### config.mk
export PLATFORM = sky130hd
export DESIGN_NAME = bwp_port_io
export DESIGN_NICKNAME = d
export VERILOG_FILES = /design/src/inc/bwp_pkg.sv /design/src/bwp_edge_flag.sv /design/src/bwp_port_io.sv
export SDC_FILE = /design/constraint.sdc
export NUM_CORES = 1
export LEC_CHECK = 0
export BUFFER_PORTS_ARGS = -buffer_cell sky130_fd_sc_hd__clkbuf_2
export CELL_PAD_IN_SITES_DETAIL_PLACEMENT = 2
export CELL_PAD_IN_SITES_GLOBAL_PLACEMENT = 2
export CORE_MARGIN = 3
export CORE_UTILIZATION = 24
export DETAILED_ROUTE_END_ITERATION = 10
export PLACE_DENSITY = 0.95
export SYNTH_ARGS = -nofsm -noshare
export SYNTH_HDL_FRONTEND = slang
export SYNTH_SLANG_ARGS = --single-unit
### constraint.sdc
create_clock -name clk -period 4.5 [get_ports clk]
set_clock_uncertainty 0.15 [all_clocks]
set_input_delay 0.45 -clock clk [delete_from_list [all_inputs] [get_ports clk]]
set_output_delay 0.45 -clock clk [all_outputs]
set_load 0.02 [all_outputs]
### src/inc/bwp_pkg.sv
package bwp_pkg;

	// ------------------------------------------------------------
	// Register map
	// ------------------------------------------------------------
	localparam logic [7:0] PORT_ZERO_ADDR  = 8'h80;
	localparam logic [7:0] PORT_ONE_ADDR   = 8'h90;
	localparam logic [7:0] PORT_TWO_ADDR   = 8'ha0;
	localparam logic [7:0] PORT_THREE_ADDR = 8'hb0;
	localparam logic [7:0] EDGE_FLAGS_ADDR = 8'had;

	// ------------------------------------------------------------
	// Reset values and field layout
	// ------------------------------------------------------------
	localparam logic [7:0] LATCH_RESET     = 8'hff;
	localparam logic [3:0] FLAGS_RESET     = 4'h0;
	localparam logic [3:0] FLAGS_LOW_READ  = 4'h0;
	localparam int         FLAGS_LSB       = 4;
	localparam int         PORT_COUNT      = 4;
	localparam int         PORT_ONE        = 1;
	localparam logic [7:0] UNMAPPED_READ   = 8'h00;

	// ------------------------------------------------------------
	// Carriers
	// ------------------------------------------------------------
	// One SFR access from the core; for a bit access wdata[0] is the
	// bit value and bit_sel picks the bit.
	typedef struct packed {
		logic       rd;
		logic       wr;
		logic       bit_op;
		logic       rmw;
		logic [2:0] bit_sel;
		logic [7:0] addr;
		logic [7:0] wdata;
	} bwp_sfr_req_s;

	typedef struct packed {
		logic       valid;
		logic       hit;
		logic [7:0] data;
	} bwp_sfr_rsp_s;

	typedef struct packed {
		logic [7:0] out;
		logic [7:0] oe;
		logic [7:0] pullup_en;
	} bwp_pin_drive_s;

endpackage

### src/bwp_edge_flag.sv
`timescale 1ns/1ps
module bwp_edge_flag
(
	input  wire logic clk,
	input  wire logic sys_rst,
	input  wire logic pin,
	input  wire logic clr,
	output logic      pending
);

	logic prev;
	logic fall;

	assign fall = prev & ~pin;

	// ------------------------------------------------------------
	// Falling edge capture
	// ------------------------------------------------------------
	// Idle level is high, so reset to 1 avoids a false edge at start
	always_ff @(posedge clk)
	begin
		if (sys_rst)
			prev <= 1'b1;
		else
			prev <= pin;
	end

	// Set wins over a clear in the same cycle
	always_ff @(posedge clk)
	begin
		if (sys_rst)
			pending <= 1'b0;
		else if (fall)
			pending <= 1'b1;
		else if (clr)
			pending <= 1'b0;
	end

endmodule

### src/bwp_port_io.sv
`timescale 1ns/1ps
// Notes on behaviour
// - A written port value is latched and keeps driving pins until next write.
// - Plain reads return pin levels, whatever the routing matrix assigns.
// - Read-modify-write accesses read the latch, not pins, then write back.
// - Logic, bit-jump, complement, inc/dec and bit-destination ops are RMW.
// - Four eight-bit ports, each one register, byte and bit addressable.
// - Latch 0 drives low; 1 drives high, or floats when its mode bit is 0.
// - All port registers and edge flags work whether or not pins are bonded.
// - Weak pull-ups are enabled from reset until software disables them.
module bwp_port_io
(
	input  wire logic                       clk,
	input  wire logic                       sys_rst,
	input  wire bwp_pkg::bwp_sfr_req_s      sfr_req,
	output bwp_pkg::bwp_sfr_rsp_s           sfr_rsp,
	input  wire logic [3:0][7:0]            pin_in,
	input  wire logic [3:0][7:0]            output_mode_config,
	input  wire logic                       pullup_disable,
	output bwp_pkg::bwp_pin_drive_s [3:0]   pin_drive,
	output logic [3:0]                      edge_pending
);

	// ------------------------------------------------------------
	// Helpers
	// ------------------------------------------------------------
	// Port registers sit at 0x80, 0x90, 0xa0, 0xb0: high bits 10,
	// low nibble zero, index in bits 5..4
	function automatic logic is_port(input logic [7:0] a);
		is_port = (a[7:6] == 2'h2) && (a[3:0] == 4'h0);
	endfunction

	// New byte after a byte write or a single bit write
	function automatic logic [7:0] merge(input logic [7:0] old,
		input bwp_pkg::bwp_sfr_req_s r);
		logic [7:0] v;
		v = old;
		if (r.bit_op)
			v[r.bit_sel] = r.wdata[0];
		else
			v = r.wdata;
		merge = v;
	endfunction

	// ------------------------------------------------------------
	// Decode
	// ------------------------------------------------------------
	logic [3:0][7:0] port_latch;
	logic [1:0]      port_idx;
	logic            port_hit;
	logic            flags_hit;
	logic            port_wr;
	logic            flags_wr;
	logic [7:0]      flags_next;
	logic [3:0]      flag_clr;
	logic [7:0]      read_value;
	logic [7:0]      flags_view;
	logic [7:0]      port_view;
	logic            pullup_en;

	assign port_idx  = sfr_req.addr[5:4];
	assign port_hit  = is_port(sfr_req.addr);
	assign flags_hit = sfr_req.addr == bwp_pkg::EDGE_FLAGS_ADDR;
	assign port_wr   = sfr_req.wr & port_hit;
	assign flags_wr  = sfr_req.wr & flags_hit;

	// Unused low flag bits always read back as zero
	assign flags_view = {edge_pending, bwp_pkg::FLAGS_LOW_READ};

	// RMW accesses see the latch; plain reads see the pins, which is
	// why a pin handed to another peripheral still reads true
	assign port_view = sfr_req.rmw ? port_latch[port_idx]
		: pin_in[port_idx];

	assign read_value = port_hit ? port_view
		: flags_hit ? flags_view
		: bwp_pkg::UNMAPPED_READ;

	// Only a written 0 clears a flag; writing 1 leaves it alone
	assign flags_next = merge(flags_view, sfr_req);
	assign flag_clr   = {4{flags_wr}}
		& ~flags_next[bwp_pkg::FLAGS_LSB +: 4];

	// ------------------------------------------------------------
	// Port latches
	// ------------------------------------------------------------
	// Writes go to the latch regardless of bonding, so unbonded
	// ports stay fully usable by software
	always_ff @(posedge clk)
	begin
		if (sys_rst)
			port_latch <= {bwp_pkg::PORT_COUNT{bwp_pkg::LATCH_RESET}};
		else if (port_wr)
			port_latch[port_idx] <= merge(port_latch[port_idx],
				sfr_req);
	end

	// ------------------------------------------------------------
	// Read answer
	// ------------------------------------------------------------
	always_ff @(posedge clk)
	begin
		if (sys_rst)
			sfr_rsp <= '0;
		else
		begin
			sfr_rsp.valid <= sfr_req.rd;
			sfr_rsp.hit   <= sfr_req.rd & (port_hit | flags_hit);
			sfr_rsp.data  <= sfr_req.rd ? read_value
				: bwp_pkg::UNMAPPED_READ;
		end
	end

	// ------------------------------------------------------------
	// Pull-up control
	// ------------------------------------------------------------
	// Held on through reset so nothing floats before software runs
	always_ff @(posedge clk)
	begin
		if (sys_rst)
			pullup_en <= 1'b1;
		else
			pullup_en <= ~pullup_disable;
	end

	// ------------------------------------------------------------
	// Pin drivers
	// ------------------------------------------------------------
	genvar g;
	generate
		for (g = 0; g < bwp_pkg::PORT_COUNT; g++)
		begin : g_drive
			assign pin_drive[g].out = port_latch[g];
			assign pin_drive[g].oe  = ~port_latch[g]
				| output_mode_config[g];
			assign pin_drive[g].pullup_en = {8{pullup_en}};
		end
	endgenerate

	// ------------------------------------------------------------
	// Port one edge flags
	// ------------------------------------------------------------
	generate
		for (g = 0; g < 4; g++)
		begin : g_edge
			bwp_edge_flag u_flag
			(
				.clk     (clk),
				.sys_rst (sys_rst),
				.pin     (pin_in[bwp_pkg::PORT_ONE][bwp_pkg::FLAGS_LSB + g]),
				.clr     (flag_clr[g]),
				.pending (edge_pending[g])
			);
		end
	endgenerate
endmodule

* After elaboration in Yosys (flattened, before gate mapping) *
Cells that the tools add are included.

storage, ports and cells
  bits of input ports = 90
  output and inout port bits = 110
  logic and storage cells = 81
  bits in registers = 51

cells by class
  equal/unequal tests = 2
  $lt $le $gt $ge = 4
  multiplexer cells = 26
  reductions and logical operators = 9
  bitwise logic cells = 24

operator list
  kind                                                        number
  2-to-1 mux 8 bit                                            10
  binary-select mux 8 bit (select 2 bit)                      2
  bitwise mux 32 bit                                          1
  inverter 8 bit                                              4
  OR 8 bit                                                    4
  bitwise mux 8 bit                                           2
  demux 8 bit (select 2 bit)                                  1
  2-to-1 mux 1 bit                                            9
  equality test 8 bit, second input constant                  1
  nonzero test 2 bit                                          4
  bitwise AND 1 bit                                           7
  inverter 1 bit                                              6
  bitwise AND 4 bit                                           1
  logical NOT 4 bit                                           1
  less-than comparator 3 x 4 -> 1 bit, second input constant  1
  inverter 4 bit                                              1
  demux 1 bit (select 3 bit)                                  1
  >= comparator 3 x 1 -> 1 bit, second input constant         1
  logical AND 1 bit                                           3
  less-than comparator 2 x 3 -> 1 bit, second input constant  1
  equality test 2 bit, second input constant                  1
  >= comparator 2 x 1 -> 1 bit, second input constant         1
  OR reduction 2 bit                                          1
  OR 1 bit                                                    1

* Depth between registers and ports, before layout *
  word-level depth = 10
  gate-level depth with buffers = 6
  gate-level depth less buffers = 4

* By module *
Synthesis repeated with hierarchy kept, for this count alone.

unflattened totals
  cell total of the unflattened synthesis = 310
  area total of the unflattened synthesis = 2,922.8 sq um

modules (own cells, without submodules)
  module         area each (sq um)  instances  cells each  sequential area each (sq um)
  bwp_port_io    2,652.5            1          286         860.8
  bwp_edge_flag  67.6               4          6           40.0

* Worst setup path before layout *
OpenSTA, ideal clock, no wires.

  path type = input port to flip-flop
  start = in sfr_req[12] in the netlist's numbering
  end = reg port_latch (netlist bit pin_drive[41])
  library setup time = 125 ps
  data required time = 4,225 ps
  path buffers = 1
  cell stages on the path = 5
  arrival = 1,614 ps
  path slack = 2,611 ps
  path through = buf_6 -> mux4_2 -> mux2_2 -> mux2i_4 -> o21ai_1

on the way
  cells in the longest elaborated chain, start to end = 7
  elaborated cells between the ends (all ways) = 12
  classes of those cells = order compare: 2; mux: 9; reduce/logical: 1

RTL lines
  what                                    line               text
  start: declaration                      bwp_port_io.sv:15  input wire bwp_pkg::bwp_sfr_req_s sfr_req,
  binary-select mux 8 bit (select 2 bit)  bwp_port_io.sv:94  port_latch[port_idx] <= merge(port_latch[port_idx],
  2-to-1 mux 8 bit (not written as such)  bwp_port_io.sv:94
  bitwise mux 8 bit                       bwp_port_io.sv:39  v[r.bit_sel] = r.wdata[0];
  2-to-1 mux 8 bit                        bwp_port_io.sv:38  if (r.bit_op)
  2-to-1 mux 8 bit                        bwp_port_io.sv:93  else if (port_wr)
  2-to-1 mux 8 bit                        bwp_port_io.sv:91  if (sys_rst)
  bitwise mux 32 bit (*)                  bwp_port_io.sv:94
  end signal: assignment                  bwp_port_io.sv:92  port_latch <= {bwp_pkg::PORT_COUNT{bwp_pkg::LATCH_RESET}};
  end signal: indexed assignment          bwp_port_io.sv:94
  end: declaration                        bwp_port_io.sv:48  logic [3:0][7:0] port_latch;

Mark *: on every way between the ends. The rest lies on a longest branch, timed or not. The select of a mux whose other input is x is not followed.
A chain may end at the register's enable or synchronous reset.

* Worst setup path after layout *
  start = in sfr_req[12] in the netlist's numbering
  end = reg port_latch (netlist bit pin_drive[44])

Same word-level chain as after synthesis.

==> report_table.html <==
<table>
<tr><th>Metric</th><th>Value</th></tr>
<tr><th colspan="2">Status</th></tr>
<tr><td>Status</td><td>complete, no violations</td></tr>
<tr><th colspan="2">Power</th></tr>
<tr><td>Standby leakage power</td><td>1.80 nW</td></tr>
<tr><td>Internal power consumption</td><td>around 0.75 mW</td></tr>
<tr><td>Register share of total power</td><td>0.447</td></tr>
<tr><td>Switching part of the total</td><td>0.281</td></tr>
<tr><td>Power per cell area</td><td>between 200 and 300 nW/um^2</td></tr>
<tr><td>Clock network fraction of design power</td><td>0.348</td></tr>
<tr><td>Logic gate share of total power</td><td>0.205</td></tr>
<tr><td>Psw</td><td>0.293 mW</td></tr>
<tr><td>Peak ir drop on the vdd network</td><td>0.000120 V</td></tr>
<tr><th colspan="2">Drt</th></tr>
<tr><td>Total Routed Length</td><td>11800 microns</td></tr>
<tr><td>Number of detailed-route iterations in the first pass</td><td>4</td></tr>
<tr><td>Number of nets with antenna violations after routing</td><td>0</td></tr>
<tr><td>Drt first-iter violations</td><td>139</td></tr>
<tr><td>Number of vias per cell after detailed routing</td><td>4.88</td></tr>
<tr><td>Total vias in the final route</td><td>between 2000 and 3000</td></tr>
<tr><td>Count of unresolved DRC violations after routing</td><td>0</td></tr>
<tr><td>Per-cell routed wire length</td><td>19.5 microns</td></tr>
<tr><th colspan="2">Placement</th></tr>
<tr><td>DP Wirelength</td><td>9520 microns</td></tr>
<tr><td>Count of buffers inserted at the top-level ports</td><td>199</td></tr>
<tr><td>Worst slack after detailed placement</td><td>1.77 ns</td></tr>
<tr><td>Instance area after placement</td><td>roughly 3700 sq um</td></tr>
<tr><td>Final RePlAce weighted congestion</td><td>0.716</td></tr>
<tr><th colspan="2">Synthesis</th></tr>
<tr><td>Top cells by instance count after synthesis</td><td>sky130_fd_sc_hd__dfxtp_1 (51), sky130_fd_sc_hd__buf_4 (36), sky130_fd_sc_hd__nand2b_1 (33)</td></tr>
<tr><td>Number of flops mapped to enable cells by yosys</td><td>0</td></tr>
<tr><td>Proportion of synthesized flip-flops having asynchronous set or reset</td><td>0</td></tr>
<tr><td>Synthesis-stage register bit count</td><td>just over 50</td></tr>
<tr><td>Largest cells by area after synthesis</td><td>sky130_fd_sc_hd__dfxtp_1 (35%), sky130_fd_sc_hd__mux4_2 (12%), sky130_fd_sc_hd__buf_4 (9.4%)</td></tr>
<tr><td>Post-synth top area share</td><td>0.354</td></tr>
<tr><td>Top FF cell, synth</td><td>sky130_fd_sc_hd__dfxtp_1</td></tr>
<tr><td>Net count after synthesis</td><td>between 300 and 400</td></tr>
<tr><td>Cell area after synthesis</td><td>2890 sq um</td></tr>
<tr><td>Sequential cell area fraction in the yosys report</td><td>0.354</td></tr>
<tr><td>Unique cell type count in the Yosys netlist</td><td>34</td></tr>
<tr><td>Count of warnings emitted by yosys</td><td>0</td></tr>
<tr><td>Number of standard cells after synthesis</td><td>307</td></tr>
<tr><td>Cell with the most instances after synthesis</td><td>sky130_fd_sc_hd__dfxtp_1</td></tr>
<tr><td>Per-instance average area after synthesis</td><td>roughly 9.4 sq um</td></tr>
<tr><td>Area leader, netlist</td><td>sky130_fd_sc_hd__dfxtp_1</td></tr>
<tr><th colspan="2">Hold path</th></tr>
<tr><td>Worst hold path type</td><td>in2reg</td></tr>
<tr><th colspan="2">Clock tree</th></tr>
<tr><td>Clock root buffer master</td><td>sky130_fd_sc_hd__clkbuf_16</td></tr>
<tr><td>Setup repair bufs after CTS</td><td>0</td></tr>
<tr><td>Hold Buf Count CTS</td><td>0</td></tr>
<tr><td>Clock sink total</td><td>51</td></tr>
<tr><td>Number of gates resized after cts</td><td>0</td></tr>
<tr><td>Worst skew pair latency</td><td>0.29 ns</td></tr>
<tr><td>Clock slew seen by the registers of the worst setup and hold paths</td><td>0.07 ns</td></tr>
<tr><td>Clock tree from TritonCTS</td><td>yes</td></tr>
<tr><td>Level count of the clock H-tree</td><td>2</td></tr>
<tr><td>Number of buffers created by CTS</td><td>5</td></tr>
<tr><td>Clock buffer depth</td><td>2</td></tr>
<tr><th colspan="2">Floorplan</th></tr>
<tr><td>Initial Util</td><td>0.250</td></tr>
<tr><td># rows</td><td>39</td></tr>
<tr><td>Number of placed I/O pins</td><td>200</td></tr>
<tr><td>Core outline area</td><td>11600 sq um</td></tr>
<tr><td>Die outline area</td><td>~13000 sq um</td></tr>
<tr><td>Width of the die</td><td>116 microns</td></tr>
<tr><td>Vertical die dimension</td><td>116 microns</td></tr>
<tr><th colspan="2">Timing</th></tr>
<tr><td>Total setup violations reported at the end of the flow</td><td>0</td></tr>
<tr><td>Least-Margin Pin Slew</td><td>0.911 ns</td></tr>
<tr><td>Pins Over Slew Limit</td><td>0</td></tr>
<tr><td>Final hold viol count</td><td>0</td></tr>
<tr><td>RSZ-0062 raised after global routing</td><td>false</td></tr>
<tr><td>Setup TNS</td><td>0 ns</td></tr>
<tr><td>Clock period minus final worst setup slack</td><td>between 2 and 2.5 ns</td></tr>
<tr><td>Period Utilization, post-route</td><td>0.533</td></tr>
<tr><td>Fmax achieved</td><td>0.417 GHz</td></tr>
<tr><td>Final worst setup slack</td><td>2.10 ns</td></tr>
<tr><td>Worst slew slack as a fraction of its limit</td><td>0.393</td></tr>
<tr><th colspan="2">Global routing</th></tr>
<tr><td>Gr ovfl total</td><td>0</td></tr>
<tr><td>Number of antenna violations at the first check in global routing</td><td>0</td></tr>
<tr><td>Overall routing resource usage</td><td>0.169</td></tr>
<tr><td>Global-route track usage on met1</td><td>0.205</td></tr>
<tr><td>Global Route met2 Usage</td><td>0.311</td></tr>
<tr><td>Most Crowded Layer GR</td><td>met2</td></tr>
<tr><td>Wire length of the first global-routing pass</td><td>about 17000 microns</td></tr>
<tr><td>Global routing usage on met3</td><td>0.0334</td></tr>
<tr><td>Via count of the first global-routing pass</td><td>between 3000 and 4000</td></tr>
<tr><td>Maximum number of pins on one net before global-route repair</td><td>44</td></tr>
<tr><th colspan="2">Worst setup path</th></tr>
<tr><td>Buffering stage count on the worst path with inverters included</td><td>1</td></tr>
<tr><td>Crit path required time</td><td>4.49 ns</td></tr>
<tr><td>Worst setup path category</td><td>in2reg</td></tr>
<tr><td>Cell type of the slowest stage on the worst timing path</td><td>sky130_fd_sc_hd__nand4_1</td></tr>
<tr><td>List of cells traversed by the critical path</td><td>clkbuf_2, nor2b_1, nand4_1, a21oi_1, o21ai_0</td></tr>
<tr><td>Category of the worst setup path capture point</td><td>flop</td></tr>
<tr><td>Register-to-register setup slack</td><td>roughly 2.7 ns</td></tr>
<tr><td>Highest cell delay on the worst timing path</td><td>between 0.6 and 0.7 ns</td></tr>
<tr><td>Largest fanout of any net on the critical path</td><td>20</td></tr>
<tr><td>WP data arrival</td><td>2.39 ns</td></tr>
<tr><td>Launching element type of the critical path</td><td>primary input</td></tr>
<tr><td>Family of cells with the greatest summed delay on the critical path</td><td>simple AND/OR/NAND/NOR gates</td></tr>
<tr><th colspan="2">Finish</th></tr>
<tr><td>Post-route design area</td><td>approximately 3800 sq um</td></tr>
<tr><td>Share of post-route cells with drive strength above 1</td><td>0.516</td></tr>
<tr><td>Count of filler cells inserted in the layout</td><td>1308</td></tr>
<tr><td>Layout net count</td><td>550</td></tr>
<tr><td>Area growth from synthesis to layout</td><td>32.9%</td></tr>
<tr><td>Ant diodes</td><td>0</td></tr>
<tr><th colspan="2">Flow run</th></tr>
<tr><td>Count of maximum capacitance violations</td><td>0</td></tr>
</table>
==> path summary, 6_finish.rpt <==
| path | start | to | cells past startpoint |
|---|---|---|---|
| worst min-delay path | pullup_disable | pullup_en$_SDFF_PP1_ | 2 |
| worst min register to register | g_edge[1].u_flag.prev$_SDFF_PP1_ | g_edge[1].u_flag.pending$_SDFFE_PP0P_ | 2 |
| worst max-delay path | sfr_req[12] | pin_drive[44]$_SDFFE_PP1P_ | 5 |
| worst max register to register | pin_drive[92]$_SDFFE_PP1P_ | pin_drive[68]$_SDFFE_PP1P_ | 3 |
==> power by group through the flow <==
| stage | combinational (mW) | clock [mW] | sequential, mW |
|---|---|---|---|
| after floorplan | 0.148 | 0 | 0.476 |
| after global placement | 0.210 | 0 | 0.476 |
| after detailed placement | 0.217 | 0 | 0.477 |
| after CTS | 0.218 | 0.369 | 0.467 |
| after global routing | 0.232 | 0.391 | 0.467 |
| final | 0.214 | 0.363 | 0.466 |
==> routing by layer <==
| layer | routed length [microns] | vias up |
|---|---|---|
| li1 | - | 1352 |
| met1 | 4840 | 1427 |
| met2 | 5930 | 145 |
| met3 | 834 | 12 |
| met4 | 150 | 0 |
| met5 | 0 | - |
==> layout by cell type (no fill, tap or decap), drive strengths merged <==
cell type / instances
or2: 6
nand2: 8
mux4: 16
nand2b: 33
a41oi: 1
and3: 1
o31a: 2
nor2b: 8
nor2: 8
nand3b: 3
nand3: 2
nor3b: 4
mux2i: 11
and4: 1
nand4: 5
nor3: 1
and2: 1
o21ai: 51
a21oi: 29
inv: 6
clkbuf: 205
o31ai: 2
dfxtp: 51
mux2: 4
==> area by class of cell <==
| class | instances | area (sq um) | share of cell area |
|---|---|---|---|
| inverters | 6 | 22.5 | 0.00587 |
| clock buffers | 6 | 129 | 0.0336 |
| repair buffers | 199 | 996 | 0.260 |
| flip-flops and latches | 51 | 1020 | 0.266 |
| multi-input cells | 197 | 1490 | 0.388 |
| well taps | 143 | 179 | 0.0466 |
==> state kept, by name, indices dropped and copies added (netlist names) <==
register,flops
sfr_rsp,10
g_edge.u_flag.pending,4
pin_drive,32
g_edge.u_flag.prev,4
pullup_en,1
==> stage by stage <==
stage | power [mW] | utilization | hold slack, ns | cells
floorplan | 0.624 | - | 0.276 | 307
global placement | 0.686 | 0.321 | 0.284 | 596
detailed placement | 0.694 | 0.321 | 0.302 | 596
CTS | 1.05 | 0.332 | 0.192 | 602
global route | 1.09 | 0.332 | 0.196 | 602
finish | 1.04 | 0.332 | 0.188 | 602
==> kinds of logic after synthesis <==
family / Yosys count / share of synthesized area
and+or+nand+nor: 81 / 0.169
muxes: 31 / 0.193
AOI/OAI and AO/OA: 85 / 0.155
buffers and inverters: 59 / 0.130
DFF: 51 / 0.354
Note: power is estimated with default switching activity, not from simulation.
